<file path="config.mk">
export PLATFORM = sky130hd
export DESIGN_NAME = dtpf_framer
export DESIGN_NICKNAME = d
export VERILOG_FILES = /design/src/logic/dtpf_pkg.sv /design/src/logic/dtpf_framer.sv /design/src/logic/dtpf_cc_counter.sv
export VERILOG_INCLUDE_DIRS = /design/src /design/src/logic
export SDC_FILE = /design/constraint.sdc
export NUM_CORES = 1
export LEC_CHECK = 0
export ABC_AREA = 1
export BUFFER_PORTS_ARGS = -buffer_cell sky130_fd_sc_hd__buf_2
export CAP_MARGIN = 40
export CORE_AREA = 3 3 64 66
export DETAILED_ROUTE_END_ITERATION = 6
export DIE_AREA = 0 0 67 69
export HOLD_SLACK_MARGIN = 0.05
export MAX_ROUTING_LAYER = met4
export PLACE_DENSITY = 0.77
export RECOVER_POWER = 50
export SLEW_MARGIN = 25
export SYNTH_ARGS = -nofsm -noshare
export SYNTH_HDL_FRONTEND = slang
export SYNTH_HIERARCHICAL = 1
export SYNTH_SLANG_ARGS = --single-unit
export TNS_END_PERCENT = 100
</file>
<file path="constraint.sdc">
create_clock -name core_clk_i -period 1.95 [get_ports core_clk_i]
set_input_delay 0.195 -clock core_clk_i [delete_from_list [all_inputs] [get_ports core_clk_i]]
set_output_delay 0.195 -clock core_clk_i [all_outputs]
set_load 0.01 [all_outputs]
</file>
<file path="src/logic/dtpf_cfg.svh">
// constants for the downstream transport packet framer
`ifndef DTPF_CFG_SVH
`define DTPF_CFG_SVH

// packet geometry, in bytes
`define DTPF_PKT_LEN 188
`define DTPF_HDR_LEN 4
`define DTPF_POS_W 8
`define DTPF_LAST_POS 8'd187
`define DTPF_POS_SYNC 8'd0
`define DTPF_POS_HDR1 8'd1
`define DTPF_POS_HDR2 8'd2
`define DTPF_POS_HDR3 8'd3
`define DTPF_POS_PTR 8'd4
`define DTPF_POS_BODY 8'd5

// fixed header field values on the cable data identifier
`define DTPF_SYNC 8'h47
`define DTPF_PID 13'h1ffe
`define DTPF_TEI 1'h0
`define DTPF_PRIO 1'h0
`define DTPF_SCR 2'h0
`define DTPF_AFC 2'h1

// payload values
`define DTPF_STUFF 8'hff
`define DTPF_PTR_ZERO 8'h00

// continuity counter
`define DTPF_CC_W 4
`define DTPF_CC_RESET 4'h0
`define DTPF_CC_STEP 4'h1

`endif

</file>
<file path="src/logic/dtpf_pkg.sv">
// types shared by the downstream transport packet framer
package dtpf_pkg;

  // kind of packet in the current 188-byte slot
  typedef enum logic [1:0] {
    KIND_DOC = 2'b01,
    KIND_OTHER = 2'b10
  } dtpf_kind_type;

endpackage

</file>
<file path="src/logic/dtpf_framer.sv">
// downstream transport packet framer: byte stream of 188-byte packets
`timescale 1ns/1ns
`include "dtpf_cfg.svh"

module dtpf_framer #(
  parameter int POS_W = `DTPF_POS_W
) (
  // clock and reset
  input wire logic core_clk_i,
  input wire logic reset_i,
  // control
  input wire logic interleave_en_i,
  // MAC byte stream
  input wire logic [7:0] mac_data_i,
  input wire logic mac_valid_i,
  input wire logic mac_eof_i,
  output logic mac_ready_o,
  // other service packets, offered whole
  input wire logic other_avail_i,
  input wire logic [7:0] other_data_i,
  output logic other_ready_o,
  // transport stream toward the modulator
  output logic [7:0] ts_data_o,
  output logic ts_valid_o,
  output logic ts_sop_o,
  output dtpf_pkg::dtpf_kind_type ts_kind_o
);
  import dtpf_pkg::*;

  // the identifier is split across two header bytes
  localparam logic [12:0] DOC_ID = `DTPF_PID;

  // ---------------------------------------------------------------
  // state
  // ---------------------------------------------------------------
  logic [POS_W-1:0] pos;
  logic [POS_W-1:0] next_pos;
  dtpf_kind_type kind;
  dtpf_kind_type next_kind;
  logic pusi;
  logic next_pusi;
  logic in_frame;
  logic next_in_frame;
  logic next_mac_ready;
  logic next_other_ready;
  logic take_mac;
  logic [7:0] next_byte;
  logic [`DTPF_CC_W-1:0] cc;
  logic cc_step;
  logic last_slot;
  logic [POS_W-1:0] first_open;

  // helpers read only by the checks below
  logic [POS_W-1:0] out_pos;
  logic out_mac;
  logic seen_sop;

  assign last_slot = (pos == `DTPF_LAST_POS);
  assign take_mac = mac_ready_o && mac_valid_i;

  // ---------------------------------------------------------------
  // continuity counter
  // ---------------------------------------------------------------
  // step once the header byte carrying the count has been formed
  assign cc_step = (kind == KIND_DOC) && (pos == `DTPF_POS_HDR3);

  dtpf_cc_counter #(
    .CC_W(`DTPF_CC_W)
  ) u_cc (
    .core_clk_i(core_clk_i),
    .reset_i(reset_i),
    .step_i(cc_step),
    .count_o(cc)
  );

  // ---------------------------------------------------------------
  // byte selection for the current slot
  // ---------------------------------------------------------------
  // other-service bytes pass through untouched, header and all
  always_comb begin
    next_byte = `DTPF_STUFF;
    if (kind == KIND_OTHER) begin
      next_byte = other_data_i;
    end else begin
      case (pos)
        `DTPF_POS_SYNC: begin
          next_byte = `DTPF_SYNC;
        end
        `DTPF_POS_HDR1: begin
          next_byte = {`DTPF_TEI, pusi, `DTPF_PRIO,
                       DOC_ID[12:8]};
        end
        `DTPF_POS_HDR2: begin
          next_byte = DOC_ID[7:0];
        end
        `DTPF_POS_HDR3: begin
          next_byte = {`DTPF_SCR, `DTPF_AFC, cc};
        end
        default: begin
          if (pusi && pos == `DTPF_POS_PTR) begin
            // frames only start in pointer packets, and only after
            // the pointer, so nothing ever needs skipping
            next_byte = `DTPF_PTR_ZERO;
          end else if (take_mac) begin
            next_byte = mac_data_i;
          end
        end
      endcase
    end
  end

  // ---------------------------------------------------------------
  // next slot bookkeeping
  // ---------------------------------------------------------------
  always_comb begin
    next_pos = last_slot ? `DTPF_POS_SYNC : pos + 8'd1;
    next_in_frame = in_frame;
    if (take_mac) begin
      next_in_frame = !mac_eof_i;
    end
    next_kind = kind;
    next_pusi = pusi;
    if (last_slot) begin
      // other service only at a boundary; a MAC frame may straddle it
      if (interleave_en_i && other_avail_i) begin
        next_kind = KIND_OTHER;
      end else begin
        next_kind = KIND_DOC;
      end
      // a packet that opens mid-frame carries no pointer and admits
      // no new frame; wasteful on the tail but needs no lookahead
      next_pusi = !next_in_frame;
    end
  end

  // first payload slot of the next packet, after any pointer
  assign first_open = next_pusi ? `DTPF_POS_BODY : `DTPF_POS_PTR;

  // grants are registered so ready comes from a flop
  always_comb begin
    next_mac_ready = (next_kind == KIND_DOC) && (next_pos >= first_open)
                     && (next_pusi || next_in_frame);
    next_other_ready = (next_kind == KIND_OTHER);
  end

  // ---------------------------------------------------------------
  // slot state
  // ---------------------------------------------------------------
  always_ff @(posedge core_clk_i or posedge reset_i) begin
    if (reset_i) begin
      pos <= `DTPF_POS_SYNC;
      kind <= KIND_DOC;
      pusi <= 1'b1;
    end else begin
      pos <= next_pos;
      kind <= next_kind;
      pusi <= next_pusi;
    end
  end

  // MAC frame tracking, one bit: are we inside a frame
  always_ff @(posedge core_clk_i or posedge reset_i) begin
    if (reset_i) begin
      in_frame <= 1'b0;
    end else begin
      in_frame <= next_in_frame;
    end
  end

  // source grants
  always_ff @(posedge core_clk_i or posedge reset_i) begin
    if (reset_i) begin
      mac_ready_o <= 1'b0;
      other_ready_o <= 1'b0;
    end else begin
      mac_ready_o <= next_mac_ready;
      other_ready_o <= next_other_ready;
    end
  end

  // ---------------------------------------------------------------
  // output stage
  // ---------------------------------------------------------------
  // a MAC underrun mid-frame still emits stuffing so the stream never
  // breaks; the MAC side must keep valid up within a frame
  always_ff @(posedge core_clk_i or posedge reset_i) begin
    if (reset_i) begin
      ts_data_o <= `DTPF_STUFF;
      ts_valid_o <= 1'b0;
      ts_sop_o <= 1'b0;
      ts_kind_o <= KIND_DOC;
    end else begin
      ts_data_o <= next_byte;
      ts_valid_o <= 1'b1;
      ts_sop_o <= (pos == `DTPF_POS_SYNC);
      ts_kind_o <= kind;
    end
  end

  // check helpers
  always_ff @(posedge core_clk_i or posedge reset_i) begin
    if (reset_i) begin
      out_pos <= `DTPF_POS_SYNC;
      out_mac <= 1'b0;
      seen_sop <= 1'b0;
    end else begin
      out_pos <= pos;
      out_mac <= take_mac;
      if (ts_sop_o) begin
        seen_sop <= 1'b1;
      end
    end
  end
endmodule

</file>
<file path="src/logic/dtpf_cc_counter.sv">
// continuity counter for packets on the cable data identifier
`timescale 1ns/1ns
`include "dtpf_cfg.svh"

module dtpf_cc_counter #(
  parameter int CC_W = `DTPF_CC_W
) (
  // clock and reset
  input wire logic core_clk_i,
  input wire logic reset_i,
  // step request, one pulse per cable data packet
  input wire logic step_i,
  // current count
  output logic [CC_W-1:0] count_o
);

  // wraps modulo sixteen on its own; no other identifier touches it
  always_ff @(posedge core_clk_i or posedge reset_i) begin
    if (reset_i) begin
      count_o <= `DTPF_CC_RESET;
    end else if (step_i) begin
      count_o <= count_o + `DTPF_CC_STEP;
    end
  end
endmodule

</file>
==> results of run 1 <==
[through the flow]
step	setup WS (ns)	utilization, %	hold WS, ns
6_report	0.114	58.2	0.119
5_1_grt	-0.0558	58.2	0.125
4_1_cts	0.0203	57.9	0.109
3_5_place_dp	-0.00128	55.0	0.0972
3_3_place_gp	0.0936	55.0	0.0933
2_1_floorplan	0.00220	-	-0.0389
[synthesized netlist by cell type (all sizes together)]
master	instances	area [um^2]
conb	1	3.75
nand3	21	105
o211ai	2	20.0
dfrtp	19	475
or2	3	18.8
nand3b	1	7.51
dfstp	11	289
buf	1	11.3
nor3	4	20.0
o21ai	6	30.0
a21oi	7	35.0
ha	6	75.1
and2b	1	8.76
xor2	2	17.5
nand2	56	235
nor2	47	204
inv	36	135
o21a	1	7.51
clkbuf	1	7.51
[final cells by class]
type	count	area [um^2]	share of cell area [%]
clock inverter	1	5.00	0.237
multi-input combinational	158	806	38.1
timing repair buffer	47	259	12.2
clock buffer	7	86.3	4.08
tap	48	60.1	2.84
sequential	30	764	36.1
inverter	36	135	6.39
[final timing paths]
path                            startpoint               to  slack, ns
max in group asynchronous          reset_i         ts_sop_o       0.90
min                        other_data_i[6]     ts_data_o[6]       0.12
max reg2reg                         pos[0]      mac_ready_o       0.11
min in group asynchronous          reset_i  u_cc/count_o[1]       0.33
max                                 pos[0]      mac_ready_o       0.11
min reg2reg                        kind[0]     ts_kind_o[0]       0.37
[cell families (layout without fill, tap and decap cells)]
logic type | after synthesis | in the layout | synth area share [%]
AND/OR/NAND/NOR | 133 | 133 | 35.1
buffers and inverters | 38 | 91 | 9.02
flip-flops | 30 | 30 | 44.8
AO/OA/AOI/OAI | 16 | 16 | 5.43
adder cells (fa/ha/maj) | 6 | 6 | 4.40
XOR/XNOR | 2 | 2 | 1.03
other | 1 | 1 | 0.220
[power by group through the flow]
stage,sequential [uW],combinational (uW),clock [uW]
finish,641,58.9,497
global placement,651,59.9,0
CTS,641,61.9,522
detailed placement,651,60.2,0
global route,641,67.3,547
floorplan,657,17.7,0
[registers in the layout (all words and copies together), names as in the netlist]
signal / flops
ts_data_o: 8
pos: 8
in_frame: 1
pusi: 1
ts_kind_o: 2
ts_valid_o: 1
other_ready_o: 1
ts_sop_o: 1
mac_ready_o: 1
u_cc/count_o: 4
kind: 2
[timing repair]
action,CTS,global route
endpoints found under the hold margin,19,0
hold buffers,1,0
gates resized for setup,1,5
buffers inserted,0,1
endpoints found under the setup margin,1,5
pin swaps,0,1
[worst register-to-register path: stages, from the launching register on]
cell and delay, ns:
dfrtp_1 0.38, ha_2 0.19, nand2_1 0.07, nor2_2 0.05
nand2_4 0.09, inv_1 0.07, nor2_2 0.11, inv_1 0.05
ha_1 0.27, nand3b_1 0.15, nand3_1 0.09, nand3_1 0.08
nor2_1 0.09, nor2_1 0.04
[metal layers]
layer	GRT usage, %	vias to the layer above
met5	-	-
met2	25.5	50
met4	9.01	0
met3	4.56	11
li1	-	796
met1	19.8	661
==> impl_metrics.py, run 1 <==
metrics = {
    "run_status": {
        "status": "finished, final reports clean",
    },
    "hold_path": {
        "whs_path_depth": 3,
        "hold_path.class": "input pin to register",
    },
    "timing": {
        "rsz0062_at_grt": "yes",
        "maxSlewHeadroom_pct": 57.4,
        "finalMaxSlewViolations": 0,
        "hold_viol": 0,
        "fmax_mhz": 545,
        "finalSetupViolations": 0,
        "period_needed_ns": 1.84,
        "fin_crit_sh_pct": 94.1,
        "finalClockSkew_ns": 0.00658,
        "worst_slew_pin_slew_ns": 0.639,
        "fin_setup_tns_ns": 0,
    },
    "clock_network": {
        "cts_made_buffers": 5,
        "worstSkewPairLatency_ns": 0.28,
        "clockRootBuffer": "clkbuf_8",
        "cts.sinks": 30,
        "clock_path_buffers": 2,
        "clk_pin_slew_worst_paths_ns": 0.06,
        "cts_tree": "done",
        "h-tree-depth": 2,
    },
    "critical_path": {
        "path_cells": "ha_2 > nand2_1 > nor2_2 > nand2_4 > inv_1 > nor2_2 > inv_1 > ha_1 > nand3b_1 > nand3_1 > nand3_1 > nor2_1 > nor2_1",
        "cp_max_fo": 7,
        "cp.depth": 13,
        "crit_family": "simple AND/OR/NAND/NOR gates",
        "cpPeakStageDelay_ns": 0.38,
        "path_class": "register to register",
        "critPathBufInv": 2,
        "cp_data_required_time_ns": 2.12,
        "crit_arrival_ns": 2.00,
        "cpMaxStageDelayCell": "dfrtp_1",
        "worst_setup_path_end_kind": "register",
        "reg2reg_depth": 13,
        "worstSetupStartpointType": "register",
    },
    "layout": {
        "layout_commonest_cell": "nand2_1",
        "final_cell_mix": "nand2_1, nor2_1, inv_1",
        "areaGrowthSynthToFinish_pct": 24.0,
        "nFillCells": 350,
        "final_net_count": 306,
        "antennaDiodeCount": 0,
        "final_area_um2": 2120,
        "final_cells": 327,
        "layout-drive-gt1-share_pct": 29.7,
    },
    "run": {
        "drv_cap": 0,
    },
    "die": {
        "die_w_um": 67,
        "die_y_um": 69,
        "core_um2": 3630,
        "rows": 22,
        "fp.dieArea_um2": 4620,
        "start_util_pct": 47.0,
        "io_pins": 36,
    },
    "pwr": {
        "combPwrFrac_pct": 4.9,
        "p_int_uw": 950,
        "p_per_area_nw_per_um2": 566,
        "seqPwrFrac_pct": 53.5,
        "swShare_pct": 20.6,
        "p_total_uw": 1200,
        "peakVddDrop_uv": 337,
        "netSwitchingPower_uw": 247,
        "p_leak_uw": 0.00114,
        "p_clk_share_pct": 41.5,
    },
    "logic_synthesis": {
        "syn-cell-area_um2": 1710,
        "syn_inst": 226,
        "avgSynthCellArea_um2": 7.55,
        "synth_fp_nets": 254,
        "ys_warn_count": 6,
        "synthDistinctLibCells": 25,
        "ys_ff_latch": 30,
        "yosysSeqAreaShare_pct": 44.8,
    },
    "global_routing": {
        "overflow": 0,
        "grt_pass1_vias": 1409,
        "grt_pass1_wl_um": 5840,
        "grt.total_usage_pct": 16.8,
        "grt_max_degree": 27,
        "grt_antenna_before_repair": 0,
    },
    "routing": {
        "via_per_inst": 4.64,
        "routed.top_layer": "met4",
        "dr_total_vias": 1518,
        "post_drt_wl_per_cell_um": 10.8,
        "routed_wl_um": 3540,
        "drt-met1-wl_um": 1550,
        "first_pass_iters": 5,
        "drtAntennaViolNets": 0,
        "drc_errors": 0,
        "drt_iter0_drc": 126,
        "route.met3.wl_um": 244,
        "met2_length_um": 1640,
    },
    "place": {
        "portBuffers": 35,
        "dp_hpwl_um": 2660,
        "dpl_cell_area_um2": 2000,
        "place.gp.congestion": 0.835,
        "place_inst": 317,
    },
}
(Power assumes the default switching activity.)
==> run 2: changes to the inputs <==
--- a/config.mk
+++ b/config.mk
@@ -7,15 +7,16 @@
 export NUM_CORES = 1
 export LEC_CHECK = 0
 export ABC_AREA = 1
-export BUFFER_PORTS_ARGS = -buffer_cell sky130_fd_sc_hd__buf_2
+export BUFFER_PORTS_ARGS = -buffer_cell sky130_fd_sc_hd__buf_4
 export CAP_MARGIN = 40
-export CORE_AREA = 3 3 64 66
+export CORE_AREA = 3 3 57 72
 export DETAILED_ROUTE_END_ITERATION = 6
-export DIE_AREA = 0 0 67 69
+export DIE_AREA = 0 0 60 75
 export HOLD_SLACK_MARGIN = 0.05
 export MAX_ROUTING_LAYER = met4
-export PLACE_DENSITY = 0.77
+export PLACE_DENSITY = 0.78
 export RECOVER_POWER = 50
+export REMOVE_ABC_BUFFERS = 1
 export SLEW_MARGIN = 25
 export SYNTH_ARGS = -nofsm -noshare
 export SYNTH_HDL_FRONTEND = slang
==> impl_metrics.py, run 2 (synthesized netlist as in run 1, its figures left out) <==
metrics = {
    "clock_network": {
        "cts_made_buffers": 5,
        "clockRootBuffer": "clkbuf_8",
        "h-tree-depth": 2,
        "worstSkewPairLatency_ns": 0.28,
        "cts.sinks": 30,
        "clk_pin_slew_worst_paths_ns": 0.07,
        "cts_tree": "done",
        "clock_path_buffers": 2,
    },
    "critical_path": {
        "path_class": "register to register",
        "cpMaxStageDelayCell": "dfrtp_1",
        "ff2ff_setup_slack_ns": 0.12,
        "reg2reg_depth": 13,
        "endpoint": "mac_ready_o",
        "r2r-end": "mac_ready_o",
        "cp_max_fo": 5,
        "cpPeakStageDelay_ns": 0.38,
        "worstSetupStartpointType": "register",
        "rr_startpoint": "pos[1]",
        "path_cells": "ha_2 > nand2_2 > nor2_2 > nand2_2 > inv_2 > nor2_2 > inv_1 > ha_1 > nand3b_1 > nand3_1 > nand3_1 > nor2_1 > nor2_1",
        "crit_arrival_ns": 2.00,
        "cp_data_required_time_ns": 2.12,
        "critPathLaunch": "pos[1]",
        "worst_setup_path_end_kind": "register",
    },
    "die": {
        "die_w_um": 60,
        "io_pins": 36,
        "start_util_pct": 49.0,
        "core_um2": 3480,
        "rows": 24,
        "fp.dieArea_um2": 4500,
        "die_y_um": 75,
    },
    "layout": {
        "top_regs": "pos: 8 flops, ts_data_o: 8 flops, u_cc/count_o: 4 flops",
        "final_cell_mix": "nand2_1, buf_4, nor2_1",
        "final_area_um2": 2220,
        "finish.utilization_pct": 63.8,
        "antennaDiodeCount": 0,
        "layout_commonest_cell": "nand2_1",
        "nFillCells": 324,
        "final_cells": 323,
        "layout-drive-gt1-share_pct": 32.4,
        "final_net_count": 311,
        "areaGrowthSynthToFinish_pct": 30.2,
    },
    "global_routing": {
        "grt_max_degree": 27,
        "grt_pass1_vias": 1369,
        "grt_antenna_before_repair": 0,
        "grt.total_usage_pct": 18.6,
        "overflow": 0,
        "grt_pass1_wl_um": 5940,
    },
    "place": {
        "place.gp.congestion": 0.890,
        "portBuffers": 35,
        "dpl_cell_area_um2": 2090,
        "place_inst": 310,
        "dp_slack_ns": 0.0454,
        "dp_hpwl_um": 2870,
    },
    "run_status": {
        "status": "finished, final reports clean",
    },
    "timing": {
        "period_needed_ns": 1.83,
        "finalMaxSlewViolations": 0,
        "hold_viol": 0,
        "worst_slack_ns": 0.118,
        "worst_slew_pin_slew_ns": 0.638,
        "finalClockSkew_ns": 0.00501,
        "finalSetupViolations": 0,
        "maxSlewHeadroom_pct": 57.5,
        "fmax_mhz": 546,
        "rsz0062_at_grt": "yes",
        "fin_crit_sh_pct": 93.9,
    },
    "hold_path": {
        "hold_path.class": "input pin to register",
    },
    "pwr": {
        "p_leak_uw": 0.00120,
        "p_per_area_nw_per_um2": 555,
        "peakVddDrop_uv": 523,
    },
    "routing": {
        "drt_iter0_drc": 71,
        "via_per_inst": 4.82,
        "routed_wl_um": 3790,
        "dr_total_vias": 1558,
        "drtAntennaViolNets": 0,
        "first_pass_iters": 5,
        "drc_errors": 0,
        "post_drt_wl_per_cell_um": 11.7,
    },
    "run": {
        "drv_cap": 0,
    },
}
[run 2: worst max-delay path: cells and delay by family, from the launching register on]
family / cells / cell delay (ns)
and+or+nand+nor: 9 / 0.79
adders and majority gates: 2 / 0.44
DFF: 1 / 0.38
buffers and inverters: 2 / 0.11
[run 2: final cells by class]
type                       instances  area [um^2]  area share [%]
clock buffer                       6         82.6            3.72
clock inverter                     2         12.5           0.563
inverter                          36          135            6.08
multi-input combinational        158          800            36.0
sequential                        30          764            34.4
tap                               39         48.8            2.20
timing repair buffer              52          379            17.1
[run 2: routing by layer]
metal | vias up | share of wire [%] | global-route usage, %
li1 | 806 | - | -
met1 | 688 | 39 | 20.0
met2 | 56 | 53 | 32.6
met3 | 8 | 7.0 | 4.46
met4 | 0 | 1.6 | 7.39
met5 | - | 0 | -
[run 2: worst min-delay path by stage]
stage | start | endpoint | slack (ns) | depth (start not counted)
3_3_place_gp | reset_i | u_cc/count_o[0] | 0.10 | 2
6_report | other_data_i[3] | ts_data_o[3] | 0.11 | 3
2_1_floorplan | reset_i | u_cc/count_o[0] | -0.04 | 1
5_1_grt | other_data_i[3] | ts_data_o[3] | 0.13 | 3
4_1_cts | other_data_i[3] | ts_data_o[3] | 0.1 | 3
3_5_place_dp | reset_i | u_cc/count_o[0] | 0.10 | 2
[run 2: per-stage QoR]
| step | power, uW | hold WS (ns) | setup TNS [ns] |
|---|---|---|---|
| after floorplan | 675 | -0.0389 | 0 |
| after global placement | 728 | 0.103 | 0 |
| after detailed placement | 730 | 0.100 | 0 |
| after CTS | 1260 | 0.0991 | 0 |
| after global routing | 1290 | 0.126 | -0.0772 |
| final | 1230 | 0.115 | 0 |
[run 2: timing repair]
item	CTS	global route
hold buffers	1	0
gates resized for setup	0	6
setup endpoints to repair	0	1
buffers inserted	0	4
hold endpoints to repair	19	0
[run 2: report_power, final]
part	internal [uW]	switching (uW)	leakage, uW	total [uW]
sequential	639	2.39	0.000343	641
clock	283	232	0.0000472	515
combinational	43.4	32.7	0.000807	76.1
